===== src/rss_pkg.sv =====
// Purpose: shared constants for the reset and strap sequencer
// Assumes: system clock of 250 MHz on clk
// Notes: times are kept in their own units; cycle counts derive from them, except LOCK_CYC, which is given in cycles
package rss_pkg;

  localparam int CLK_MHZ = 250;
  localparam int RST_MIN_US = 50;
  localparam int STRAP_HOLD_MS = 2;
  localparam int EE_LOAD_MS = 100;
  localparam int NO_EE_MS = 10;
  localparam int EE_MAX_ATTEMPTS = 3;

  // least time rounds up (exact here)
  localparam int RST_MIN_CYC = RST_MIN_US * CLK_MHZ;
  // sample in the middle of the hold window, well clear of both edges
  localparam int STRAP_SAMPLE_CYC = (STRAP_HOLD_MS * 1000 * CLK_MHZ) / 2;
  // longest times round down
  localparam int EE_LOAD_CYC = EE_LOAD_MS * 1000 * CLK_MHZ;
  localparam int NO_EE_CYC = NO_EE_MS * 1000 * CLK_MHZ;
  localparam int LOCK_CYC = 1000;
  localparam int LOAD_TIMEOUT_CYC = EE_LOAD_CYC - STRAP_SAMPLE_CYC - 2 * LOCK_CYC;

  localparam int CNT_W = 28;
  localparam int STRAP_W = 9;
  localparam int SYNC_W = STRAP_W + 1;

  // avalon register byte offsets
  localparam logic [4:0] OFS_CTRL = 5'h00;
  localparam logic [4:0] OFS_STATUS = 5'h04;
  localparam logic [4:0] OFS_STRAPS = 5'h08;
  localparam logic [4:0] OFS_OSC_KHZ = 5'h0C;
  localparam logic [4:0] OFS_ELAPSED = 5'h10;

  localparam int CTRL_EE_EN_BIT = 0;
  localparam logic CTRL_EE_EN_RST = 1'b0;

  localparam int ST_STATE_LSB = 0;
  localparam int ST_STABLE_BIT = 4;
  localparam int ST_HALT_BIT = 5;
  localparam int ST_LATE_BIT = 6;
  localparam int ST_ARMED_BIT = 7;
  localparam int ST_ATT_LSB = 8;

  // strap vector layout
  localparam int SP_OSC_LSB = 0;
  localparam int SP_HOST_LSB = 3;
  localparam int SP_ADDR_LSB = 5;
  localparam int SP_ROLE_BIT = 7;
  localparam int SP_FRAME_BIT = 8;
  localparam logic [STRAP_W-1:0] STRAP_RST = 9'h080;

  // nominal oscillator frequency per strap code, kHz
  localparam logic [15:0] OSC_KHZ [8] = '{
    16'h2710, 16'h3200, 16'h32C8, 16'h4BF0,
    16'h4E20, 16'h6000, 16'h61A8, 16'h7800
  };

  typedef enum logic [2:0] {
    ST_HOLD, ST_STRAP, ST_LOAD, ST_SETTLE, ST_READY, ST_HALT
  } rss_state_e;

endpackage


===== src/rss_ee_if.sv =====
// Purpose: carries load requests between sequencer and eeprom loader
// Assumes: one clock domain
// Notes: start is a level held for the whole load phase
`timescale 1ns/1ps
interface rss_ee_if;
  logic start;
  logic ok;
  logic fail;
  logic [1:0] attempts;
  modport seq (output start, input ok, input fail, input attempts);
  modport ldr (input start, output ok, output fail, output attempts);
endinterface


===== src/rss_sequencer.sv =====
// Purpose: reset pin qualification, strap capture, config load, clock release
// Assumes: clk is the system oscillator; straps are pins, synchronised here
// Notes: registers on avalon-mm, one wait cycle on every access
`timescale 1ns/1ps

// Notes on behaviour
// - sample straps after release; board holds 2 ms
// - eeprom path: stable clocks within 100 ms
// - bad load retried; third failure halts
// - no eeprom: stable clocks within 10 ms
// - oscillator strap code picks nominal frequency
module rss_sequencer
  import rss_pkg::*;
#(
  parameter int RST_MIN = RST_MIN_CYC,
  parameter int STRAP_SAMPLE = STRAP_SAMPLE_CYC,
  parameter int EE_BOUND = EE_LOAD_CYC,
  parameter int NO_EE_BOUND = NO_EE_CYC,
  parameter int LOAD_TIMEOUT = LOAD_TIMEOUT_CYC,
  parameter int LOCK = LOCK_CYC
) (
  input wire logic clk,
  input wire logic nrst,
  input wire logic [4:0] avs_address,
  input wire logic avs_read,
  input wire logic avs_write,
  input wire logic [31:0] avs_writedata,
  output logic [31:0] avs_readdata,
  output logic avs_waitrequest,
  input wire logic chip_reset_low,
  input wire logic [2:0] osc_freq_select,
  input wire logic [1:0] host_port_select,
  input wire logic [1:0] bus_addr_strap,
  input wire logic redundancy_role_strap,
  input wire logic framing_standard_strap,
  output logic ee_start,
  input wire logic ee_done,
  input wire logic ee_err,
  output logic core_reset_low,
  output logic clk_out_enable,
  output logic clocks_stable,
  output logic device_halted,
  output logic [rss_pkg::STRAP_W-1:0] strap_value
);
  import rss_pkg::*;

  if (RST_MIN < 1 || RST_MIN >= (1 << 16)) begin : g_bad_rst
    $error("bad RST_MIN");
  end
  if (STRAP_SAMPLE < 1 || EE_BOUND < 1 || NO_EE_BOUND < 1) begin : g_bad_bound
    $error("bad bound");
  end
  if (3 * EE_BOUND >= (1 << CNT_W)) begin : g_bad_width
    $error("EE_BOUND too wide");
  end
  if (LOCK < 1 || LOCK >= (1 << CNT_W)) begin : g_bad_lock
    $error("bad LOCK");
  end

  rss_ee_if ee_bus();

  logic [SYNC_W-1:0] pins_raw;
  logic [SYNC_W-1:0] pins_s;
  logic pin_low;
  logic [STRAP_W-1:0] straps_now;

  // pin_low resets high: an unknown pin must look asserted
  assign pins_raw = {chip_reset_low, framing_standard_strap, redundancy_role_strap,
                     bus_addr_strap, host_port_select, osc_freq_select};

  rss_sync #(
    .W(SYNC_W),
    .RST_VAL({1'b0, STRAP_RST})
  ) u_sync (
    .clk(clk),
    .nrst(nrst),
    .d(pins_raw),
    .q(pins_s)
  );

  assign pin_low = ~pins_s[SYNC_W-1];
  assign straps_now = pins_s[STRAP_W-1:0];

  rss_ee_loader #(
    .TIMEOUT_CYC(LOAD_TIMEOUT),
    .MAX_ATT(EE_MAX_ATTEMPTS)
  ) u_ldr (
    .clk(clk),
    .nrst(nrst),
    .ee(ee_bus.ldr),
    .ee_start(ee_start),
    .ee_done(ee_done),
    .ee_err(ee_err)
  );

  // sequencer state
  rss_state_e st_q, st_d;
  logic [15:0] low_cnt_q, low_cnt_d;
  logic armed_q, armed_d;
  logic [CNT_W-1:0] cnt_q, cnt_d;
  logic [CNT_W-1:0] lock_q, lock_d;
  logic [STRAP_W-1:0] straps_q, straps_d;
  logic ee_use_q, ee_use_d;
  logic core_run_q, core_run_d;
  logic clk_en_q, clk_en_d;
  logic stable_q, stable_d;
  logic halt_q, halt_d;
  logic late_q, late_d;
  logic ctrl_ee_en_q, ctrl_ee_en_d;
  logic [CNT_W-1:0] bound;

  // later attempts stretch the deadline by one load each
  always_comb begin
    bound = CNT_W'(NO_EE_BOUND);
    if (ee_use_q) begin
      unique case (ee_bus.attempts)
        2'h2: bound = CNT_W'(2 * EE_BOUND);
        2'h3: bound = CNT_W'(3 * EE_BOUND);
        default: bound = CNT_W'(EE_BOUND);
      endcase
    end
  end

  always_comb begin
    st_d = st_q;
    low_cnt_d = low_cnt_q;
    armed_d = armed_q;
    cnt_d = cnt_q;
    lock_d = lock_q;
    straps_d = straps_q;
    ee_use_d = ee_use_q;
    core_run_d = core_run_q;
    clk_en_d = clk_en_q;
    stable_d = stable_q;
    halt_d = halt_q;
    late_d = late_q;
    ee_bus.start = (st_q == ST_LOAD);

    // a short low pulse is a glitch, not a reset
    if (pin_low) begin
      if (low_cnt_q != 16'(RST_MIN)) begin
        low_cnt_d = low_cnt_q + 16'h1;
      end
    end else begin
      low_cnt_d = 16'h0;
    end
    if (pin_low && low_cnt_q == 16'(RST_MIN - 1)) begin
      armed_d = 1'b1;
    end

    if (st_q != ST_HOLD && st_q != ST_READY && st_q != ST_HALT) begin
      if (cnt_q != {CNT_W{1'b1}}) begin
        cnt_d = cnt_q + 1'b1;
      end
    end

    // counting only advances on this clock, so a dead oscillator never arms
    // a pulse that arms on its last low cycle must still restart a finished run
    if (armed_q && (pin_low || st_q != ST_HOLD)) begin
      st_d = ST_HOLD;
      core_run_d = 1'b0;
      clk_en_d = 1'b0;
      ee_use_d = 1'b0;
      stable_d = 1'b0;
      halt_d = 1'b0;
      late_d = 1'b0;
    end else begin
      unique case (st_q)
        ST_HOLD: begin
          if (armed_q) begin
            st_d = ST_STRAP;
            armed_d = 1'b0;
            cnt_d = '0;
          end
        end
        ST_STRAP: begin
          if (cnt_q == CNT_W'(STRAP_SAMPLE - 1)) begin
            // role strap reads high when left open
            straps_d = straps_now;
            ee_use_d = ctrl_ee_en_q;
            lock_d = '0;
            st_d = ctrl_ee_en_q ? ST_LOAD : ST_SETTLE;
          end
        end
        ST_LOAD: begin
          if (ee_bus.fail) begin
            st_d = ST_HALT;
            halt_d = 1'b1;
          end else if (ee_bus.ok) begin
            st_d = ST_SETTLE;
          end
        end
        ST_SETTLE: begin
          lock_d = lock_q + 1'b1;
          if (lock_q == CNT_W'(LOCK - 1)) begin
            st_d = ST_READY;
            core_run_d = 1'b1;
            clk_en_d = 1'b1;
            stable_d = 1'b1;
            late_d = (cnt_q >= bound);
          end
        end
        ST_READY: st_d = ST_READY;
        ST_HALT: st_d = ST_HALT;
        default: st_d = ST_HOLD;
      endcase
    end
  end

  always_ff @(posedge clk or negedge nrst) begin
    if (!nrst) begin
      st_q <= ST_HOLD;
      low_cnt_q <= 16'h0;
      armed_q <= 1'b0;
      cnt_q <= '0;
      lock_q <= '0;
      straps_q <= STRAP_RST;
      ee_use_q <= 1'b0;
      core_run_q <= 1'b0;
      clk_en_q <= 1'b0;
      stable_q <= 1'b0;
      halt_q <= 1'b0;
      late_q <= 1'b0;
    end else begin
      st_q <= st_d;
      low_cnt_q <= low_cnt_d;
      armed_q <= armed_d;
      cnt_q <= cnt_d;
      lock_q <= lock_d;
      straps_q <= straps_d;
      ee_use_q <= ee_use_d;
      core_run_q <= core_run_d;
      clk_en_q <= clk_en_d;
      stable_q <= stable_d;
      halt_q <= halt_d;
      late_q <= late_d;
    end
  end

  // avalon slave: waitrequest drops for one cycle per access
  logic wait_q, wait_d;
  logic [31:0] rdata_q, rdata_d;
  logic [31:0] status_w;
  logic [31:0] straps_w;
  logic [31:0] osc_w;
  logic req;

  assign req = avs_read | avs_write;

  always_comb begin
    status_w = 32'h0;
    status_w[ST_STATE_LSB +: 3] = st_q;
    status_w[ST_STABLE_BIT] = stable_q;
    status_w[ST_HALT_BIT] = halt_q;
    status_w[ST_LATE_BIT] = late_q;
    status_w[ST_ARMED_BIT] = armed_q;
    // loader keeps its count; hide it when this run loaded nothing
    status_w[ST_ATT_LSB +: 2] = ee_use_q ? ee_bus.attempts : 2'h0;
    straps_w = {{(32 - STRAP_W){1'b0}}, straps_q};
    osc_w = {16'h0, OSC_KHZ[straps_q[SP_OSC_LSB +: 3]]};
  end

  always_comb begin
    wait_d = 1'b1;
    rdata_d = rdata_q;
    ctrl_ee_en_d = ctrl_ee_en_q;
    if (req && wait_q) begin
      wait_d = 1'b0;
      unique case (avs_address)
        OFS_CTRL: rdata_d = {31'h0, ctrl_ee_en_q};
        OFS_STATUS: rdata_d = status_w;
        OFS_STRAPS: rdata_d = straps_w;
        OFS_OSC_KHZ: rdata_d = osc_w;
        OFS_ELAPSED: rdata_d = {{(32 - CNT_W){1'b0}}, cnt_q};
        default: rdata_d = 32'h0;
      endcase
    end
    // write lands on the edge where the master sees waitrequest low
    if (avs_write && !wait_q && avs_address == OFS_CTRL) begin
      ctrl_ee_en_d = avs_writedata[CTRL_EE_EN_BIT];
    end
  end

  always_ff @(posedge clk or negedge nrst) begin
    if (!nrst) begin
      wait_q <= 1'b1;
      rdata_q <= 32'h0;
      ctrl_ee_en_q <= CTRL_EE_EN_RST;
    end else begin
      wait_q <= wait_d;
      rdata_q <= rdata_d;
      ctrl_ee_en_q <= ctrl_ee_en_d;
    end
  end

  assign avs_waitrequest = wait_q;
  assign avs_readdata = rdata_q;
  assign core_reset_low = core_run_q;
  assign clk_out_enable = clk_en_q;
  assign clocks_stable = stable_q;
  assign device_halted = halt_q;
  assign strap_value = straps_q;
endmodule // rss_sequencer


===== src/rss_sync.sv =====
// Purpose: two-flop synchroniser for pin inputs
// Assumes: inputs are quasi-static levels
// Notes: first stage feeds only the second
`timescale 1ns/1ps
module rss_sync #(
  parameter int W = 1,
  parameter logic [W-1:0] RST_VAL = '0
) (
  input wire logic clk,
  input wire logic nrst,
  input wire logic [W-1:0] d,
  output logic [W-1:0] q
);
  logic [W-1:0] meta_q;
  logic [W-1:0] sync_q;

  for (genvar i = 0; i < W; i++) begin : g_bit
    always_ff @(posedge clk or negedge nrst) begin
      if (!nrst) begin
        meta_q[i] <= RST_VAL[i];
        sync_q[i] <= RST_VAL[i];
      end else begin
        meta_q[i] <= d[i];
        sync_q[i] <= meta_q[i];
      end
    end
  end

  assign q = sync_q;
endmodule // rss_sync


===== src/rss_ee_loader.sv =====
// Purpose: eeprom load attempts with retry and timeout
// Assumes: ee_done and ee_err come from clk-domain logic
// Notes: a timed-out attempt counts as a bad read
`timescale 1ns/1ps
module rss_ee_loader
  import rss_pkg::*;
#(
  parameter int TIMEOUT_CYC = LOAD_TIMEOUT_CYC,
  parameter int MAX_ATT = EE_MAX_ATTEMPTS
) (
  input wire logic clk,
  input wire logic nrst,
  rss_ee_if.ldr ee,
  output logic ee_start,
  input wire logic ee_done,
  input wire logic ee_err
);
  typedef enum logic [1:0] {L_IDLE, L_BUSY, L_DONE, L_DEAD} rss_ld_e;

  if (TIMEOUT_CYC < 1 || TIMEOUT_CYC >= (1 << CNT_W)) begin : g_bad_timeout
    $error("bad TIMEOUT_CYC");
  end
  if (MAX_ATT < 1 || MAX_ATT > 3) begin : g_bad_att
    $error("bad MAX_ATT");
  end

  rss_ld_e st_q, st_d;
  logic [CNT_W-1:0] tmr_q, tmr_d;
  logic [1:0] att_q, att_d;
  logic start_q, start_d;

  always_comb begin
    st_d = st_q;
    tmr_d = tmr_q;
    att_d = att_q;
    start_d = 1'b0;
    if (!ee.start) begin
      st_d = L_IDLE;
    end else begin
      unique case (st_q)
        L_IDLE: begin
          st_d = L_BUSY;
          att_d = 2'h1;
          tmr_d = '0;
          start_d = 1'b1;
        end
        L_BUSY: begin
          tmr_d = tmr_q + 1'b1;
          if (ee_done && !ee_err) begin
            st_d = L_DONE;
          end else if (ee_err || tmr_q == CNT_W'(TIMEOUT_CYC - 1)) begin
            if (att_q == 2'(MAX_ATT)) begin
              st_d = L_DEAD;
            end else begin
              att_d = att_q + 2'h1;
              tmr_d = '0;
              start_d = 1'b1;
            end
          end
        end
        L_DONE: st_d = L_DONE;
        L_DEAD: st_d = L_DEAD;
      endcase
    end
  end

  always_ff @(posedge clk or negedge nrst) begin
    if (!nrst) begin
      st_q <= L_IDLE;
      tmr_q <= '0;
      att_q <= 2'h0;
      start_q <= 1'b0;
    end else begin
      st_q <= st_d;
      tmr_q <= tmr_d;
      att_q <= att_d;
      start_q <= start_d;
    end
  end

  assign ee.ok = (st_q == L_DONE);
  assign ee.fail = (st_q == L_DEAD);
  assign ee.attempts = att_q;
  assign ee_start = start_q;
endmodule // rss_ee_loader


===== config.mk =====
export PLATFORM = sky130hd
export DESIGN_NAME = rss_sequencer
export DESIGN_NICKNAME = d
export VERILOG_FILES = /design/src/rss_pkg.sv /design/src/rss_ee_if.sv /design/src/rss_sequencer.sv /design/src/rss_sync.sv /design/src/rss_ee_loader.sv
export SDC_FILE = /design/constraint.sdc
export NUM_CORES = 1
export LEC_CHECK = 0
export BUFFER_PORTS_ARGS = -buffer_cell sky130_fd_sc_hd__clkbuf_2
export CORE_MARGIN = 4
export CORE_UTILIZATION = 59
export DETAILED_ROUTE_END_ITERATION = 6
export PLACE_DENSITY = 0.77
export SLEW_MARGIN = 10
export SYNTH_ARGS = -nofsm -noshare
export SYNTH_HDL_FRONTEND = slang
export SYNTH_HIERARCHICAL = 1
export SYNTH_SLANG_ARGS = --single-unit

===== constraint.sdc =====
create_clock -name clk -period 3.29 [get_ports clk]
set_clock_uncertainty 0.15 [all_clocks]
set_input_delay 0.1645 -clock clk [delete_from_list [all_inputs] [get_ports clk]]
set_output_delay 0.1645 -clock clk [all_outputs]
set_load 0.05 [all_outputs]

==> run_results.csv <==
group,metric,value,unit
clocking,cts_inserted_buffers,17,
logic_synthesis,netlist_top_cells_area,"dfrtp_1 (45%), nand2_1 (6.0%), ha_1 (3.9%)",
global_route,grt_pass1_wl,37170,um
clocking,cts_buffer_depth,2,
global_route,first_global_vias,7331,
power_and_ir_drop,cellLeakagePower,4.641,nW
clocking,h-tree-depth,4,
die,start_util,60.65,%
setup_path,worstPathCellList,"or4b_2 -> nor4_2 -> and3_1 -> buf_4 -> nand2_1 -> nand2_1",
job,cap_violations,0,
placement,portBuffers,64,
die,core_area,15310,um^2
route,vias,8124,
sta,final-hold-violation-count,0,
placement,place_ws,0.5214,ns
logic_synthesis,syn_inst,1010,
route,drt_iter0_markers,894,
power_and_ir_drop,finalPower,4.378,mW
setup_path,cpMostUsedCell,"nand2_1",
layout,area_growth,14.26,%
die,die_h,133.5,um
setup_path,crit_family,"simple AND/OR/NAND/NOR gates",
route,vias_per_cell,6.216,
clocking,path_clk_slew,0.07,ns
logic_synthesis,ys_types,69,
sta,finalSetupTns,0,ns
layout,drive_above_1_share,13.41,%
placement,gp_congestion,0.8964,
sta,relSlewSlack,43.75,%
route,wl_per_cell,17.07,um
sta,rsz0062_at_grt,"false",
layout,mostFrequentLayoutCells,"dfrtp_1 (168), nand2_1 (149), clkbuf_2 (63), nand3_1 (57), a21oi_1 (57)",
global_route,grt_max_degree,66,
logic_synthesis,yosysSeqAreaShare,46.39,%
logic_synthesis,synth_seq_cells,172,
global_route,track_usage,25.58,%
die,rows,45,
clocking,cts_root_buf,"clkbuf_16",
layout,final_util,69.31,%
sta,min_period_over_period,85.61,%
sta,timing.hold.ws,0.01783,ns
sta,fin_ws,0.4735,ns
die,fp.dieW,133.5,um
layout,layout_commonest_cell,"dfrtp_1",
global_route,grt.overflow.total,0,
logic_synthesis,syn_area_per_cell,9.197,um^2
logic_synthesis,synth-edff-count,0,
layout,fillers,1220,
logic_synthesis,synth_warnings,6,
setup_path,cp_slowest_cell,"or4b_2",
setup_path,path_class,"reg2reg",
setup_path,crit_required,3.51,ns
layout,final_nets,1165,
logic_synthesis,synthFlopType,"dfrtp_1",
layout,antenna_cells,0,
sta,tightestPinTransition,0.8438,ns
route,drc,0,
die,pin_count,100,
die,dieArea,17820,um^2
outcome,status,"completed",
setup_path,worst_path_largest_cell_delay,0.70,ns
clocking,cts_tree,"built",
setup_path,crit_path_end_kind,"flip-flop",
sta,maxClockFrequency,355.1,MHz
hold_path,hp-class,"in2reg",
logic_synthesis,yosys.area.top_type,"dfrtp_1",
power_and_ir_drop,p_per_area,412.5,nW/um^2
setup_path,crit_path_max_fanout,15,
route,drtAntennaViolNets,0,
setup_path,cp_num_buf_inv,1,
setup_path,arrival,3.04,ns
route,firstDrtPassIters,6,
logic_synthesis,yosys.area.top_type_share,45.26,%
logic_synthesis,synthArstFlopShare,100.0,%
setup_path,ff2ff_setup_slack,0.47,ns
setup_path,start_kind,"flip-flop",
logic_synthesis,synth_area,9289,um^2
clocking,numClockSinks,172,
power_and_ir_drop,ir_drop,0.4010,mV
route,wl,22310,um
global_route,antenna_found_initial,0,
placement,post-dp-hpwl,15420,um
sta,min_period,2.817,ns
sta,setup_viol,0,
clocking,clk_latency,0.44,ns
sta,report.final.slew_viol_count,0,
[what timing repair did]
| item | 4_1_cts | 5_1_grt |
|---|---|---|
| hold endpoints to repair | 70 | 0 |
| resized for setup | 0 | 0 |
| setup buffers | 0 | 0 |
| hold buffers | 16 | 0 |
[registers in the layout (all words and copies together) (netlist names)]
name / cells
cnt_q: 28
u_sync/q: 10
u_ldr/ee.attempts: 2
lock_q: 28
st_q: 3
ee_use_q: 1
u_ldr/ee_start: 1
u_ldr/tmr_q: 28
u_sync/meta_q: 10
u_ldr/st_q: 2
device_halted: 1
strap_value: 9
avs_waitrequest: 1
low_cnt_q: 16
armed_q: 1
late_q: 1
ctrl_ee_en_q: 1
avs_readdata: 28
clocks_stable: 1
[synth_stat cells (all sizes together), types with 4 or more instances]
cell	number
a21oi	58
o311ai	15
or3	31
xor2	9
nand2	149
ha	29
or4	26
xnor2	5
o211ai	16
clkbuf	29
or2	4
mux2i	13
inv	34
nor4b	5
and2	6
buf	24
o21ai	65
or4b	6
nor2	53
a222oi	9
nand2b	14
a21o	6
nand3b	4
dfrtp	168
nand4	40
and4	6
o31ai	16
and3	18
a31oi	7
nand3	57
dfstp	4
a22oi	4
nor2b	6
nor4	19
nand4b	4
nor3	20
[worst reg2reg max path: cells and delay by family, from the launching register on]
family,cells,cell delay (ns)
buffers and inverters,1,0.25
flip-flops,1,0.45
AND/OR/NAND/NOR,5,1.91
[worst paths after layout]
kind | start | end | cells past startpoint
worst max-delay path | cnt_q[8] | strap_value[4] | 6
worst min-delay path | avs_write | avs_waitrequest | 3
worst max register to register | cnt_q[8] | strap_value[4] | 6
worst min register to register | u_sync/meta_q[2] | u_sync/q[2] | 0
max in group asynchronous | nrst | u_sync/meta_q[7] | 3
min in group asynchronous | nrst | cnt_q[19] | 2
[cell families (layout without fill, tap and decap cells)]
kind of cell / after synthesis / in the layout / synth area share (%)
muxes: 15 / 15 / 1.643
xor gates and xnor gates: 14 / 14 / 1.320
buffers and inverters: 87 / 170 / 4.176
and+or+nand+nor: 475 / 475 / 27.45
DFF: 172 / 172 / 46.39
other: 1 / 4 / 0.04037
adders and majority gates: 29 / 29 / 3.906
AOI/OAI and AO/OA: 217 / 217 / 15.07
[through the flow]
stage | instances | cell area (um^2)
final | 1307 | 10610
after global routing | 1307 | 10610
after CTS | 1307 | 10610
after detailed placement | 1259 | 9849
after global placement | 1259 | 9849
after floorplan | 1013 | 9300
[final cells by class]
cell class	instances	area, um^2	area share, %
Clock buffer	17	425.4	4.008
Clock inverter	15	178.9	1.686
Inverter	34	127.6	1.202
Multi-Input combinational cell	754	4617	43.50
Sequential cell	172	4309	40.60
Tap cell	211	264.0	2.487
Timing Repair Buffer	104	691.9	6.519
[report_power, final]
part | switching (mW) | internal, mW | total [mW]
Sequential | 0.0266 | 2.14 | 2.17
Combinational | 0.114 | 0.0516 | 0.165
Clock | 0.899 | 1.15 | 2.04
Total | 1.04 | 3.34 | 4.38
[layer usage]
metal / vias up / track usage [%] / share of wire [%]
li1: 3903 / - / -
met2: 295 / 37.22 / 44
met1: 3886 / 38.20 / 46
met5: - / 0 / 0
met4: 0 / 8.229 / 2.2
met3: 40 / 5.816 / 7.5
Power figures use the tool's default switching activity.
